File: src/hw/plrsd_pkg.sv
package plrsd_pkg;

	// ==================================================
	// Register offsets
	// ==================================================
	localparam logic [7:0] OFF_PLL_CTRL      = 8'h10;
	localparam logic [7:0] OFF_REF_DIV_LOW   = 8'h11;
	localparam logic [7:0] OFF_REF_DIV_HIGH  = 8'h12;
	localparam logic [7:0] OFF_A_COUNT       = 8'h13;
	localparam logic [7:0] OFF_B_COUNT_LOW   = 8'h14;
	localparam logic [7:0] OFF_B_COUNT_HIGH  = 8'h15;
	localparam logic [7:0] OFF_PRESCALER_CFG = 8'h16;
	localparam logic [7:0] OFF_LOCK_OFFSET   = 8'h18;
	localparam logic [7:0] OFF_SYNC_RESET    = 8'h19;
	localparam logic [7:0] OFF_MON_PIN_MUX   = 8'h1b;
	localparam logic [7:0] OFF_REF_SELECT    = 8'h1c;
	localparam logic [7:0] OFF_STATUS_MUX    = 8'h1d;
	localparam logic [7:0] OFF_REF_STATUS    = 8'h1f;

	// ==================================================
	// Reset value and field positions
	// ==================================================
	localparam logic [7:0] REG_RESET_VAL     = 8'h00;
	localparam int         PLL_PD_LSB        = 0;
	localparam int         XTAL_EN_BIT       = 2;
	localparam int         R_RST_BIT         = 6;
	localparam int         SHARED_RST_BIT    = 7;
	localparam int         PRESC_MODE_LSB    = 0;
	localparam int         AB_RST_BIT        = 6;
	localparam int         B_BYPASS_BIT      = 7;
	localparam int         SE_OFFSET_BIT     = 7;
	localparam int         SYNC_EN_LSB       = 6;
	localparam int         DIFF_SEL_BIT      = 0;
	localparam int         SE1_EN_BIT        = 1;
	localparam int         SE2_EN_BIT        = 2;
	localparam int         PREF_SEC_BIT      = 3;
	localparam int         SEL_PIN_BIT       = 4;
	localparam int         AUTO_EN_BIT       = 5;
	localparam int         MAN_SEC_BIT       = 6;
	localparam int         DEGLITCH_DIS_BIT  = 7;
	localparam logic [7:0] MON_MUX_REF_LOSS  = 8'hf7;
	localparam logic [7:0] STAT_MUX_REF_LOSS = 8'h2d;

	// ==================================================
	// Counter widths
	// ==================================================
	localparam int R_W = 14;
	localparam int A_W = 6;
	localparam int B_W = 13;
	localparam int N_W = 19;

	// ==================================================
	// Timing
	// ==================================================
	localparam int CORE_CLK_PERIOD_PS = 25000;
	localparam int REF_LOSS_TIME_NS   = 1000;
	localparam int REF_LOSS_CYCLES    = (REF_LOSS_TIME_NS * 1000) / CORE_CLK_PERIOD_PS;

	// ==================================================
	// Types
	// ==================================================
	typedef enum logic [2:0] {
		PRESC_FD1  = 3'b000,
		PRESC_FD2  = 3'b001,
		PRESC_DM2  = 3'b010,
		PRESC_DM4  = 3'b011,
		PRESC_DM8  = 3'b100,
		PRESC_DM16 = 3'b101,
		PRESC_DM32 = 3'b110,
		PRESC_FD3  = 3'b111
	} plrsd_presc_t;

	typedef enum logic {
		SW_PASS = 1'b0,
		SW_HOLD = 1'b1
	} plrsd_sw_t;

endpackage

File: src/hw/plrsd_divider.sv
`timescale 1ns/1ps
module plrsd_divider
	import plrsd_pkg::*;
(
	input  wire logic           clk,
	input  wire logic           srst,
	input  wire logic           clear,
	input  wire logic           tick,
	input  wire logic [N_W-1:0] ratio,
	output logic                pulse_r
);

	logic [N_W-1:0] count_r;
	wire            last_tick;

	// Ratios of zero and one both mean every input edge.
	assign last_tick = (ratio <= N_W'(1)) || (count_r >= ratio - N_W'(1));

	// ==================================================
	// Counter
	// ==================================================
	// automatic reload.
	always_ff @(posedge clk) begin
		if (srst || clear) begin
			count_r <= '0;
			pulse_r <= 1'b0;
		end else begin
			pulse_r <= tick && last_tick;
			if (tick) begin
				count_r <= last_tick ? '0 : count_r + N_W'(1);
			end
		end
	end

endmodule

File: src/hw/plrsd_top.sv
`timescale 1ns/1ps
module plrsd_top
	import plrsd_pkg::*;
(
	input  wire logic       core_clk,
	input  wire logic       srst,
	input  wire logic       reg_wr_en,
	input  wire logic [7:0] reg_addr,
	input  wire logic [7:0] reg_wr_data,
	output logic      [7:0] reg_rd_data,
	input  wire logic       primary_ref_pin,
	input  wire logic       secondary_ref_pin,
	input  wire logic       fb_clk_pin,
	input  wire logic       ref_sel_pin,
	input  wire logic       sync_n_pin,
	output logic            ref_div_pulse,
	output logic            fb_div_pulse,
	output logic            diff_rx_pd,
	output logic            se_primary_pd,
	output logic            se_secondary_pd,
	output logic            se_offset_en,
	output logic            crystal_amplifier_enable,
	output logic            reference_monitor_pin,
	output logic            status_pin,
	output logic            active_ref_secondary
);

	// ==================================================
	// Functions
	// ==================================================
	// Rising edge of a synchronised level.
	function automatic logic rise(input logic cur, input logic prev);
		rise = cur & ~prev;
	endfunction

	function automatic logic [N_W-1:0] fb_ratio(input logic [2:0] mode,
		input logic [A_W-1:0] a, input logic [B_W-1:0] b, input logic bypass);
		logic [5:0]     p;
		logic           dm;
		logic [N_W-1:0] bb;
		p  = 6'd1;
		dm = 1'b0;
		bb = bypass ? N_W'(1) : N_W'(b);
		case (plrsd_presc_t'(mode))
			PRESC_FD1: p = 6'd1;
			PRESC_FD2: p = 6'd2;
			PRESC_FD3: p = 6'd3;
			PRESC_DM2: begin p = 6'd2; dm = 1'b1; end
			PRESC_DM4: begin p = 6'd4; dm = 1'b1; end
			PRESC_DM8: begin p = 6'd8; dm = 1'b1; end
			PRESC_DM16: begin p = 6'd16; dm = 1'b1; end
			PRESC_DM32: begin p = 6'd32; dm = 1'b1; end
			default: p = 6'd1;
		endcase
		fb_ratio = N_W'(p) * bb + ((dm && !bypass) ? N_W'(a) : N_W'(0));
	endfunction

	// ==================================================
	// Configuration registers
	// ==================================================
	logic [7:0] pll_ctrl_r;
	logic [7:0] rdiv_lo_r;
	logic [7:0] rdiv_hi_r;
	logic [7:0] a_cnt_r;
	logic [7:0] b_lo_r;
	logic [7:0] b_hi_r;
	logic [7:0] presc_r;
	logic [7:0] lock_off_r;
	logic [7:0] sync_ctrl_r;
	logic [7:0] mon_mux_r;
	logic [7:0] ref_sel_r;
	logic [7:0] stat_mux_r;
	logic [7:0] rd_data_r;

	// Write strobes decoded from the address.
	wire wr_pll  = reg_wr_en && (reg_addr == OFF_PLL_CTRL);
	wire wr_rlo  = reg_wr_en && (reg_addr == OFF_REF_DIV_LOW);
	wire wr_rhi  = reg_wr_en && (reg_addr == OFF_REF_DIV_HIGH);
	wire wr_a    = reg_wr_en && (reg_addr == OFF_A_COUNT);
	wire wr_blo  = reg_wr_en && (reg_addr == OFF_B_COUNT_LOW);
	wire wr_bhi  = reg_wr_en && (reg_addr == OFF_B_COUNT_HIGH);
	wire wr_pre  = reg_wr_en && (reg_addr == OFF_PRESCALER_CFG);
	wire wr_lock = reg_wr_en && (reg_addr == OFF_LOCK_OFFSET);
	wire wr_sync = reg_wr_en && (reg_addr == OFF_SYNC_RESET);
	wire wr_mon  = reg_wr_en && (reg_addr == OFF_MON_PIN_MUX);
	wire wr_sel  = reg_wr_en && (reg_addr == OFF_REF_SELECT);
	wire wr_stat = reg_wr_en && (reg_addr == OFF_STATUS_MUX);

	always_ff @(posedge core_clk) begin
		if (srst) begin
			pll_ctrl_r  <= REG_RESET_VAL;
			rdiv_lo_r   <= REG_RESET_VAL;
			rdiv_hi_r   <= REG_RESET_VAL;
			a_cnt_r     <= REG_RESET_VAL;
			b_lo_r      <= REG_RESET_VAL;
			b_hi_r      <= REG_RESET_VAL;
			presc_r     <= REG_RESET_VAL;
			lock_off_r  <= REG_RESET_VAL;
			sync_ctrl_r <= REG_RESET_VAL;
			mon_mux_r   <= REG_RESET_VAL;
			ref_sel_r   <= REG_RESET_VAL;
			stat_mux_r  <= REG_RESET_VAL;
		end else begin
			if (wr_pll)  pll_ctrl_r  <= reg_wr_data;
			if (wr_rlo)  rdiv_lo_r   <= reg_wr_data;
			if (wr_rhi)  rdiv_hi_r   <= reg_wr_data;
			if (wr_a)    a_cnt_r     <= reg_wr_data;
			if (wr_blo)  b_lo_r      <= reg_wr_data;
			if (wr_bhi)  b_hi_r      <= reg_wr_data;
			if (wr_pre)  presc_r     <= reg_wr_data;
			if (wr_lock) lock_off_r  <= reg_wr_data;
			if (wr_sync) sync_ctrl_r <= reg_wr_data;
			if (wr_mon)  mon_mux_r   <= reg_wr_data;
			if (wr_sel)  ref_sel_r   <= reg_wr_data;
			if (wr_stat) stat_mux_r  <= reg_wr_data;
		end
	end

	// ==================================================
	// Pin synchronisers
	// ==================================================
	logic [4:0] pin_meta_r;
	logic [4:0] pin_sync_r;
	logic [4:0] pin_prev_r;
	wire  [4:0] pin_raw = {sync_n_pin, ref_sel_pin, fb_clk_pin,
		secondary_ref_pin, primary_ref_pin};

	// Two stages, then one more for edge finding.
	always_ff @(posedge core_clk) begin
		if (srst) begin
			pin_meta_r <= 5'h10;
			pin_sync_r <= 5'h10;
			pin_prev_r <= 5'h10;
		end else begin
			pin_meta_r <= pin_raw;
			pin_sync_r <= pin_meta_r;
			pin_prev_r <= pin_sync_r;
		end
	end

	wire pri_rise = rise(pin_sync_r[0], pin_prev_r[0]);
	wire sec_rise = rise(pin_sync_r[1], pin_prev_r[1]);
	wire fb_rise  = rise(pin_sync_r[2], pin_prev_r[2]);
	wire sel_pin  = pin_sync_r[3];
	wire sync_low = ~pin_sync_r[4];

	// ==================================================
	// Reference activity monitors
	// ==================================================
	logic [7:0] idle_cnt_r [2];
	logic [1:0] ref_valid_r;
	wire  [1:0] ref_rise = {sec_rise, pri_rise};

	// A reference is lost when no edge comes within the loss time.
	always_ff @(posedge core_clk) begin
		for (int i = 0; i < 2; i++) begin
			if (srst) begin
				idle_cnt_r[i]  <= 8'(REF_LOSS_CYCLES);
				ref_valid_r[i] <= 1'b0;
			end else begin
				if (ref_rise[i]) begin
					idle_cnt_r[i] <= 8'h00;
				end else if (idle_cnt_r[i] < 8'(REF_LOSS_CYCLES)) begin
					idle_cnt_r[i] <= idle_cnt_r[i] + 8'h01;
				end
				ref_valid_r[i] <= idle_cnt_r[i] < 8'(REF_LOSS_CYCLES);
			end
		end
	end

	// ==================================================
	// Power-down and selection decode
	// ==================================================
	wire pll_pd      = |pll_ctrl_r[PLL_PD_LSB +: 2];
	wire diff_sel    = ref_sel_r[DIFF_SEL_BIT];
	wire pref_sec    = ref_sel_r[PREF_SEC_BIT];
	wire deglitch_on = ~ref_sel_r[DEGLITCH_DIS_BIT];

	wire diff_pd_nxt = ~diff_sel | pll_pd;
	wire se1_pd_nxt  = pll_pd | diff_sel | ~ref_sel_r[SE1_EN_BIT];
	wire se2_pd_nxt  = pll_pd | diff_sel | ~ref_sel_r[SE2_EN_BIT];

	// monitor or status pin may carry the loss flag.
	wire pref_lost   = pref_sec ? ~ref_valid_r[1] : ~ref_valid_r[0];
	wire mon_loss    = (mon_mux_r == MON_MUX_REF_LOSS);
	wire stat_loss   = (stat_mux_r == STAT_MUX_REF_LOSS);
	wire auto_mode   = ref_sel_r[AUTO_EN_BIT] && (mon_loss || stat_loss);

	// manual choice from register or pin.
	wire man_sec     = ref_sel_r[SEL_PIN_BIT] ? sel_pin : ref_sel_r[MAN_SEC_BIT];
	// revertive choice follows the preferred reference.
	wire auto_sec    = pref_sec ^ pref_lost;
	wire sec_nxt     = ~diff_sel & (auto_mode ? auto_sec : man_sec);

	// ==================================================
	// Switchover deglitch
	// ==================================================
	plrsd_sw_t sw_state_r;
	plrsd_sw_t sw_state_nxt;
	logic      active_sec_r;

	wire path_on   = active_sec_r ? ~se_secondary_pd : (diff_sel ? ~diff_rx_pd
		: ~se_primary_pd);
	wire sel_edge  = (active_sec_r ? sec_rise : pri_rise) & path_on;
	wire switching = (sec_nxt != active_sec_r);

	// the held state waits for an edge on the new input.
	// first edge after a switch is swallowed.
	always_comb begin
		case (sw_state_r)
			SW_PASS: sw_state_nxt = (switching && deglitch_on) ? SW_HOLD : SW_PASS;
			SW_HOLD: sw_state_nxt = ((sel_edge && !switching) || !deglitch_on) ? SW_PASS
				: SW_HOLD;
			default: sw_state_nxt = SW_PASS;
		endcase
	end

	wire ref_tick = sel_edge && (sw_state_r == SW_PASS) && !switching;

	// State and active selection.
	always_ff @(posedge core_clk) begin
		if (srst) begin
			sw_state_r   <= SW_PASS;
			active_sec_r <= 1'b0;
		end else begin
			sw_state_r   <= sw_state_nxt;
			active_sec_r <= sec_nxt;
		end
	end

	// ==================================================
	// Dividers
	// ==================================================
	// enabled sync pin clears all counters.
	wire sync_hit = (sync_ctrl_r[SYNC_EN_LSB +: 2] != 2'b00) && sync_low;
	wire shared   = rdiv_hi_r[SHARED_RST_BIT];
	wire r_clear  = rdiv_hi_r[R_RST_BIT] | shared | sync_hit;
	wire n_clear  = presc_r[AB_RST_BIT] | shared | sync_hit;

	wire [N_W-1:0] r_ratio = N_W'({rdiv_hi_r[5:0], rdiv_lo_r});
	// nineteen bits hold every feedback ratio.
	wire [N_W-1:0] n_ratio = fb_ratio(presc_r[PRESC_MODE_LSB +: 3], a_cnt_r[A_W-1:0],
		{b_hi_r[4:0], b_lo_r}, presc_r[B_BYPASS_BIT]);

	plrsd_divider u_ref_div (
		.clk     (core_clk),
		.srst    (srst),
		.clear   (r_clear),
		.tick    (ref_tick),
		.ratio   (r_ratio),
		.pulse_r (ref_div_pulse)
	);

	plrsd_divider u_fb_div (
		.clk     (core_clk),
		.srst    (srst),
		.clear   (n_clear),
		.tick    (fb_rise),
		.ratio   (n_ratio),
		.pulse_r (fb_div_pulse)
	);

	// ==================================================
	// Output and read-back registers
	// ==================================================
	logic diff_pd_r;
	logic se1_pd_r;
	logic se2_pd_r;
	logic offset_r;
	logic xtal_r;
	logic mon_pin_r;
	logic stat_pin_r;

	wire [7:0] status_word = {5'h00, active_sec_r, ref_valid_r};
	wire [7:0] rd_mux =
		(reg_addr == OFF_PLL_CTRL)      ? pll_ctrl_r  :
		(reg_addr == OFF_REF_DIV_LOW)   ? rdiv_lo_r   :
		(reg_addr == OFF_REF_DIV_HIGH)  ? rdiv_hi_r   :
		(reg_addr == OFF_A_COUNT)       ? a_cnt_r     :
		(reg_addr == OFF_B_COUNT_LOW)   ? b_lo_r      :
		(reg_addr == OFF_B_COUNT_HIGH)  ? b_hi_r      :
		(reg_addr == OFF_PRESCALER_CFG) ? presc_r     :
		(reg_addr == OFF_LOCK_OFFSET)   ? lock_off_r  :
		(reg_addr == OFF_SYNC_RESET)    ? sync_ctrl_r :
		(reg_addr == OFF_MON_PIN_MUX)   ? mon_mux_r   :
		(reg_addr == OFF_REF_SELECT)    ? ref_sel_r   :
		(reg_addr == OFF_STATUS_MUX)    ? stat_mux_r  :
		(reg_addr == OFF_REF_STATUS)    ? status_word : 8'h00;

	// offset bit drives the bias shift.
	// monitor pin high while preferred input is lost and its mux selects the loss flag.
	always_ff @(posedge core_clk) begin
		if (srst) begin
			diff_pd_r  <= 1'b1;
			se1_pd_r   <= 1'b1;
			se2_pd_r   <= 1'b1;
			offset_r   <= 1'b0;
			xtal_r     <= 1'b0;
			mon_pin_r  <= 1'b0;
			stat_pin_r <= 1'b0;
			rd_data_r  <= 8'h00;
		end else begin
			diff_pd_r  <= diff_pd_nxt;
			se1_pd_r   <= se1_pd_nxt;
			se2_pd_r   <= se2_pd_nxt;
			offset_r   <= lock_off_r[SE_OFFSET_BIT];
			xtal_r     <= pll_ctrl_r[XTAL_EN_BIT] & diff_sel;
			mon_pin_r  <= mon_loss & pref_lost;
			stat_pin_r <= stat_loss & pref_lost;
			rd_data_r  <= rd_mux;
		end
	end

	assign diff_rx_pd               = diff_pd_r;
	assign se_primary_pd            = se1_pd_r;
	assign se_secondary_pd          = se2_pd_r;
	assign se_offset_en             = offset_r;
	assign crystal_amplifier_enable = xtal_r;
	assign reference_monitor_pin    = mon_pin_r;
	assign status_pin               = stat_pin_r;
	assign active_ref_secondary     = active_sec_r;
	assign reg_rd_data              = rd_data_r;
endmodule

File: config.mk
export PLATFORM = sky130hd
export DESIGN_NAME = plrsd_top
export DESIGN_NICKNAME = d
export VERILOG_FILES = /design/src/hw/plrsd_pkg.sv /design/src/hw/plrsd_divider.sv /design/src/hw/plrsd_top.sv
export SDC_FILE = /design/constraint.sdc
export NUM_CORES = 1
export LEC_CHECK = 0
export BUFFER_PORTS_ARGS = -buffer_cell sky130_fd_sc_hd__clkbuf_2
export CAP_MARGIN = 20
export CORE_AREA = 2 2 154 156
export DETAILED_ROUTE_END_ITERATION = 16
export DIE_AREA = 0 0 156 158
export PLACE_DENSITY = 0.68
export RECOVER_POWER = 50
export SYNTH_ARGS = -nofsm -noshare
export SYNTH_HDL_FRONTEND = slang
export SYNTH_SLANG_ARGS = --single-unit
File: constraint.sdc
create_clock -name core_clk -period 22.6 [get_ports core_clk]
set_input_delay 2.26 -clock core_clk [delete_from_list [all_inputs] [get_ports core_clk]]
set_output_delay 2.26 -clock core_clk [all_outputs]
set_load 0.05 [all_outputs]
==> reports/qor.yml <==
pwr:
  p_per_area_mw_per_mm2: 50.5
  irDropWorstVdd_v: 0.0000482
  power_leakage_nw: 5.86
  power_mw: 0.680
floorplanning:
  die_x_um: 156
  design.die.area_mm2: 0.0246
  io_pins: 42
  core.rowCount: 56
  start_util: 0.543
  die_h_um: 158
  core_area_mm2: 0.0231
finish:
  area.growth.synth_to_final_pct: 7.55
  fin_nets: 1607
  final_cell_area_mm2: 0.0135
  antenna_cells: 0
  drive_above_1_share: 0.0645
  finalNonFillerCells: 1748
run_status:
  status: "complete, but fails checks"
  failed_checks: "capacitance limit, slew limit"
grt:
  grt_max_degree: 73
  grt_pass1_vias: 9832
  antenna_found_initial: 0
  grt_overflow: 0
  grt_usage: 0.250
  grt_pass1_wl_um: 49400
route:
  finalWirelength_um: 30100
  drt_iter0_drc: 815
  ant_nets: 0
  vias: 10300
  wl_per_cell_um: 17.2
  viasPerCell: 5.90
  remaining_drc_errors: 0
  dr.pass1.iters: 6
sta:
  max_freq_mhz: 117
  worst_pin_slew_ps: 3000
  setup_slack_ps: 14070
  slew_violations: 136
  finalClockSkew_ps: 22.0
  setup-tns-final_ps: 0
  slew_headroom: -0.998
  post-route-min-period_ps: 8530
  rsz0062_at_grt: "no"
  post-route-period-util: 0.378
  hold_viol: 0
  finalSetupViolCount: 0
clocking:
  cts_buffers: 17
  insertion_delay_ps: 440
  tritoncts: "done"
  path_clk_slew_ps: 80
  cts_buffer_depth: 2
  clockRootBuffer: "clkbuf_16"
  cts_setup_buffers: 0
  htree_levels: 4
  post_cts_resized: 0
  cts.sinks: 184
  cts_hold_buf: 0
place:
  place_hpwl_um: 22000
  place_area_mm2: 0.0129
  io_buffers: 41
  placed_cells: 1716
  place_congestion: 0.919
  place_ws_ps: 14030
setup_path:
  crit_fanout: 19
  r2r_slack_ps: 14070
  crit_start: "presc_r[1]$_SDFFE_PP0P_"
  timing.rr.end: "u_fb_div.count_r[4]$_SDFFE_PP0P_"
  r2r_start: "presc_r[1]$_SDFFE_PP0P_"
  required_ps: 22920
  r2r_cells: 27
  arrival_ps: 8850
  worstSetupStartpointType: "flop"
  endpoint_kind: "flop"
  criticalPathCategory: "flop to flop"
logic_synthesis:
  synthArstFlopShare: 0
  synthCells: 1446
  ys_types: 76
  synth_area_mm2: 0.0125
  ys_seq_area_frac: 0.307
  ys.flop_type: "dfxtp_1"
  avgSynthCellArea_um2: 8.66
  synth_edf_count: 16
  ys_warn_count: 0
  synth-seq-cells: 184
min_path:
  hold_path.startpoint: "ref_sel_r[2]$_SDFFE_PP0P_"
  min_to: "se_secondary_pd$_SDFF_PP1_"
  hp-class: "flop to flop"
  whs_path_depth: 1
flow_run:
  cap_viol_max_count: 2
## flip-flops by register name, indices dropped and copies added (netlist names), 2 cells and up
signal / count
rdiv_lo_r: 8
ref_sel_r: 8
ref_valid_r: 2
idle_cnt_r: 16
sync_ctrl_r: 8
pll_ctrl_r: 8
reg_rd_data: 8
a_cnt_r: 8
b_lo_r: 8
u_fb_div.count_r: 19
pin_prev_r: 3
u_ref_div.count_r: 19
pin_meta_r: 5
rdiv_hi_r: 8
pin_sync_r: 5
b_hi_r: 8
stat_mux_r: 8
mon_mux_r: 8
lock_off_r: 8
presc_r: 8
## placed cells by master (no fill, tap or decap), types with 35 or more instances in the layout
master / synthesis / layout
nor3_1: 59 / 59
mux2i_1: 91 / 91
fa_1: 48 / 48
a21oi_1: 70 / 70
inv_1: 61 / 61
nand2_1: 106 / 106
nor2_1: 204 / 204
nand3_1: 35 / 35
xnor2_1: 54 / 54
dfxtp_1: 168 / 168
ha_1: 90 / 90
## metrics by stage
| stage | utilization | hold slack [ps] |
|---|---|---|
| after floorplan | - | 371 |
| final | 0.584 | 411 |
| after detailed placement | 0.559 | 388 |
| after CTS | 0.586 | 411 |
| after global placement | 0.559 | 396 |
| after global routing | 0.584 | 430 |
## worst max path at each step
stage	endpoint	slack, ps	depth (start not counted)
final	u_fb_div.count_r[4]$_SDFFE_PP0P_	14070	27
after global routing	u_fb_div.count_r[4]$_SDFFE_PP0P_	13240	26
after CTS	u_fb_div.count_r[4]$_SDFFE_PP0P_	14040	27
after detailed placement	u_fb_div.count_r[4]$_SDFFE_PP0P_	14030	27
after global placement	u_fb_div.count_r[4]$_SDFFE_PP0P_	14350	27
after floorplan	u_fb_div.count_r[4]$_SDFFE_PP0P_	15120	27
## synth_stat cells (all sizes together) (4+ instances only)
library cell,count,share of area
nor2,204,0.061
dfxtp,168,0.27
nand2,106,0.032
mux2i,91,0.073
ha,90,0.090
a21oi,70,0.028
clkbuf,63,0.019
inv,61,0.018
nor3,59,0.024
xnor2,54,0.038
fa,48,0.077
nand3,35,0.014
o21ai,33,0.014
nor2b,29,0.015
a211oi,28,0.017
xor2,25,0.017
nand2b,23,0.011
and3,21,0.010
or2,20,0.010
a21o,17,0.010
edfxtp,16,0.038
nand4,16,0.0080
a22oi,15,0.0090
and2,14,0.0070
nor4,10,0.0055
o22ai,10,0.0050
a221oi,8,0.0056
buf,8,0.0038
or3,8,0.0040
a31oi,7,0.0035
o21a,7,0.0042
o211ai,6,0.0036
or4,6,0.0039
a2111oi,5,0.0045
mux2,5,0.0045
nor4b,5,0.0035
o21bai,5,0.0030
a311oi,4,0.0028
nor3b,4,0.0024
## power breakdown
group / internal (mW) / leakage [nW] / switching, mW
logic: 0.00782 / 4.05 / 0.0223
registers: 0.331 / 1.51 / 0.00152
clock network: 0.172 / 0.303 / 0.144
## routing by layer
metal | wire [um] | GRT usage
met5 | 0 | 0
met4 | 554 | 0.0695
met3 | 1320 | 0.0331
met2 | 14400 | 0.424
met1 | 13700 | 0.336
## worst max-delay path, stage by stage (launching register included)
cell,delay [ps]
dfxtp_1,470
nor2b_1,280
nor2_1,80
mux2i_1,780
nor2_1,160
fa_1,550
inv_1,50
fa_1,470
inv_1,50
fa_1,500
fa_1,490
ha_1,440
o211ai_1,170
a211oi_1,480
o21ai_0,200
and2_1,200
or3_1,400
nor3_1,220
xnor2_1,150
ha_1,260
a21o_1,160
a21o_1,170
a21oi_1,120
o21ai_0,90
and3_1,180
o32ai_1,550
o21ai_4,290
a2111oi_0,440
## cell type report
cell class                 instances  area (um2)
fill                            2088        9580
multi-input combinational       1131        8170
sequential                       184        3840
clock buffer                      19         443
tap                              290         363
inverter                          63         236
timing repair buffer              48         230
clock inverter                    13         183
## kinds of logic (layout without fill, tap and decap cells)
| family | count (synthesis) | in the layout | synth area share |
|---|---|---|---|
| AO/OA/AOI/OAI | 240 | 240 | 0.129 |
| XOR/XNOR | 79 | 79 | 0.0552 |
| adder cells (fa/ha/maj) | 138 | 138 | 0.167 |
| buffers and inverters | 134 | 143 | 0.0416 |
| flip-flops | 184 | 184 | 0.307 |
| multiplexers | 97 | 97 | 0.0790 |
| other | 1 | 4 | 0.000299 |
| AND/OR/NAND/NOR | 573 | 573 | 0.221 |
Note: power is estimated with default switching activity, not from simulation.
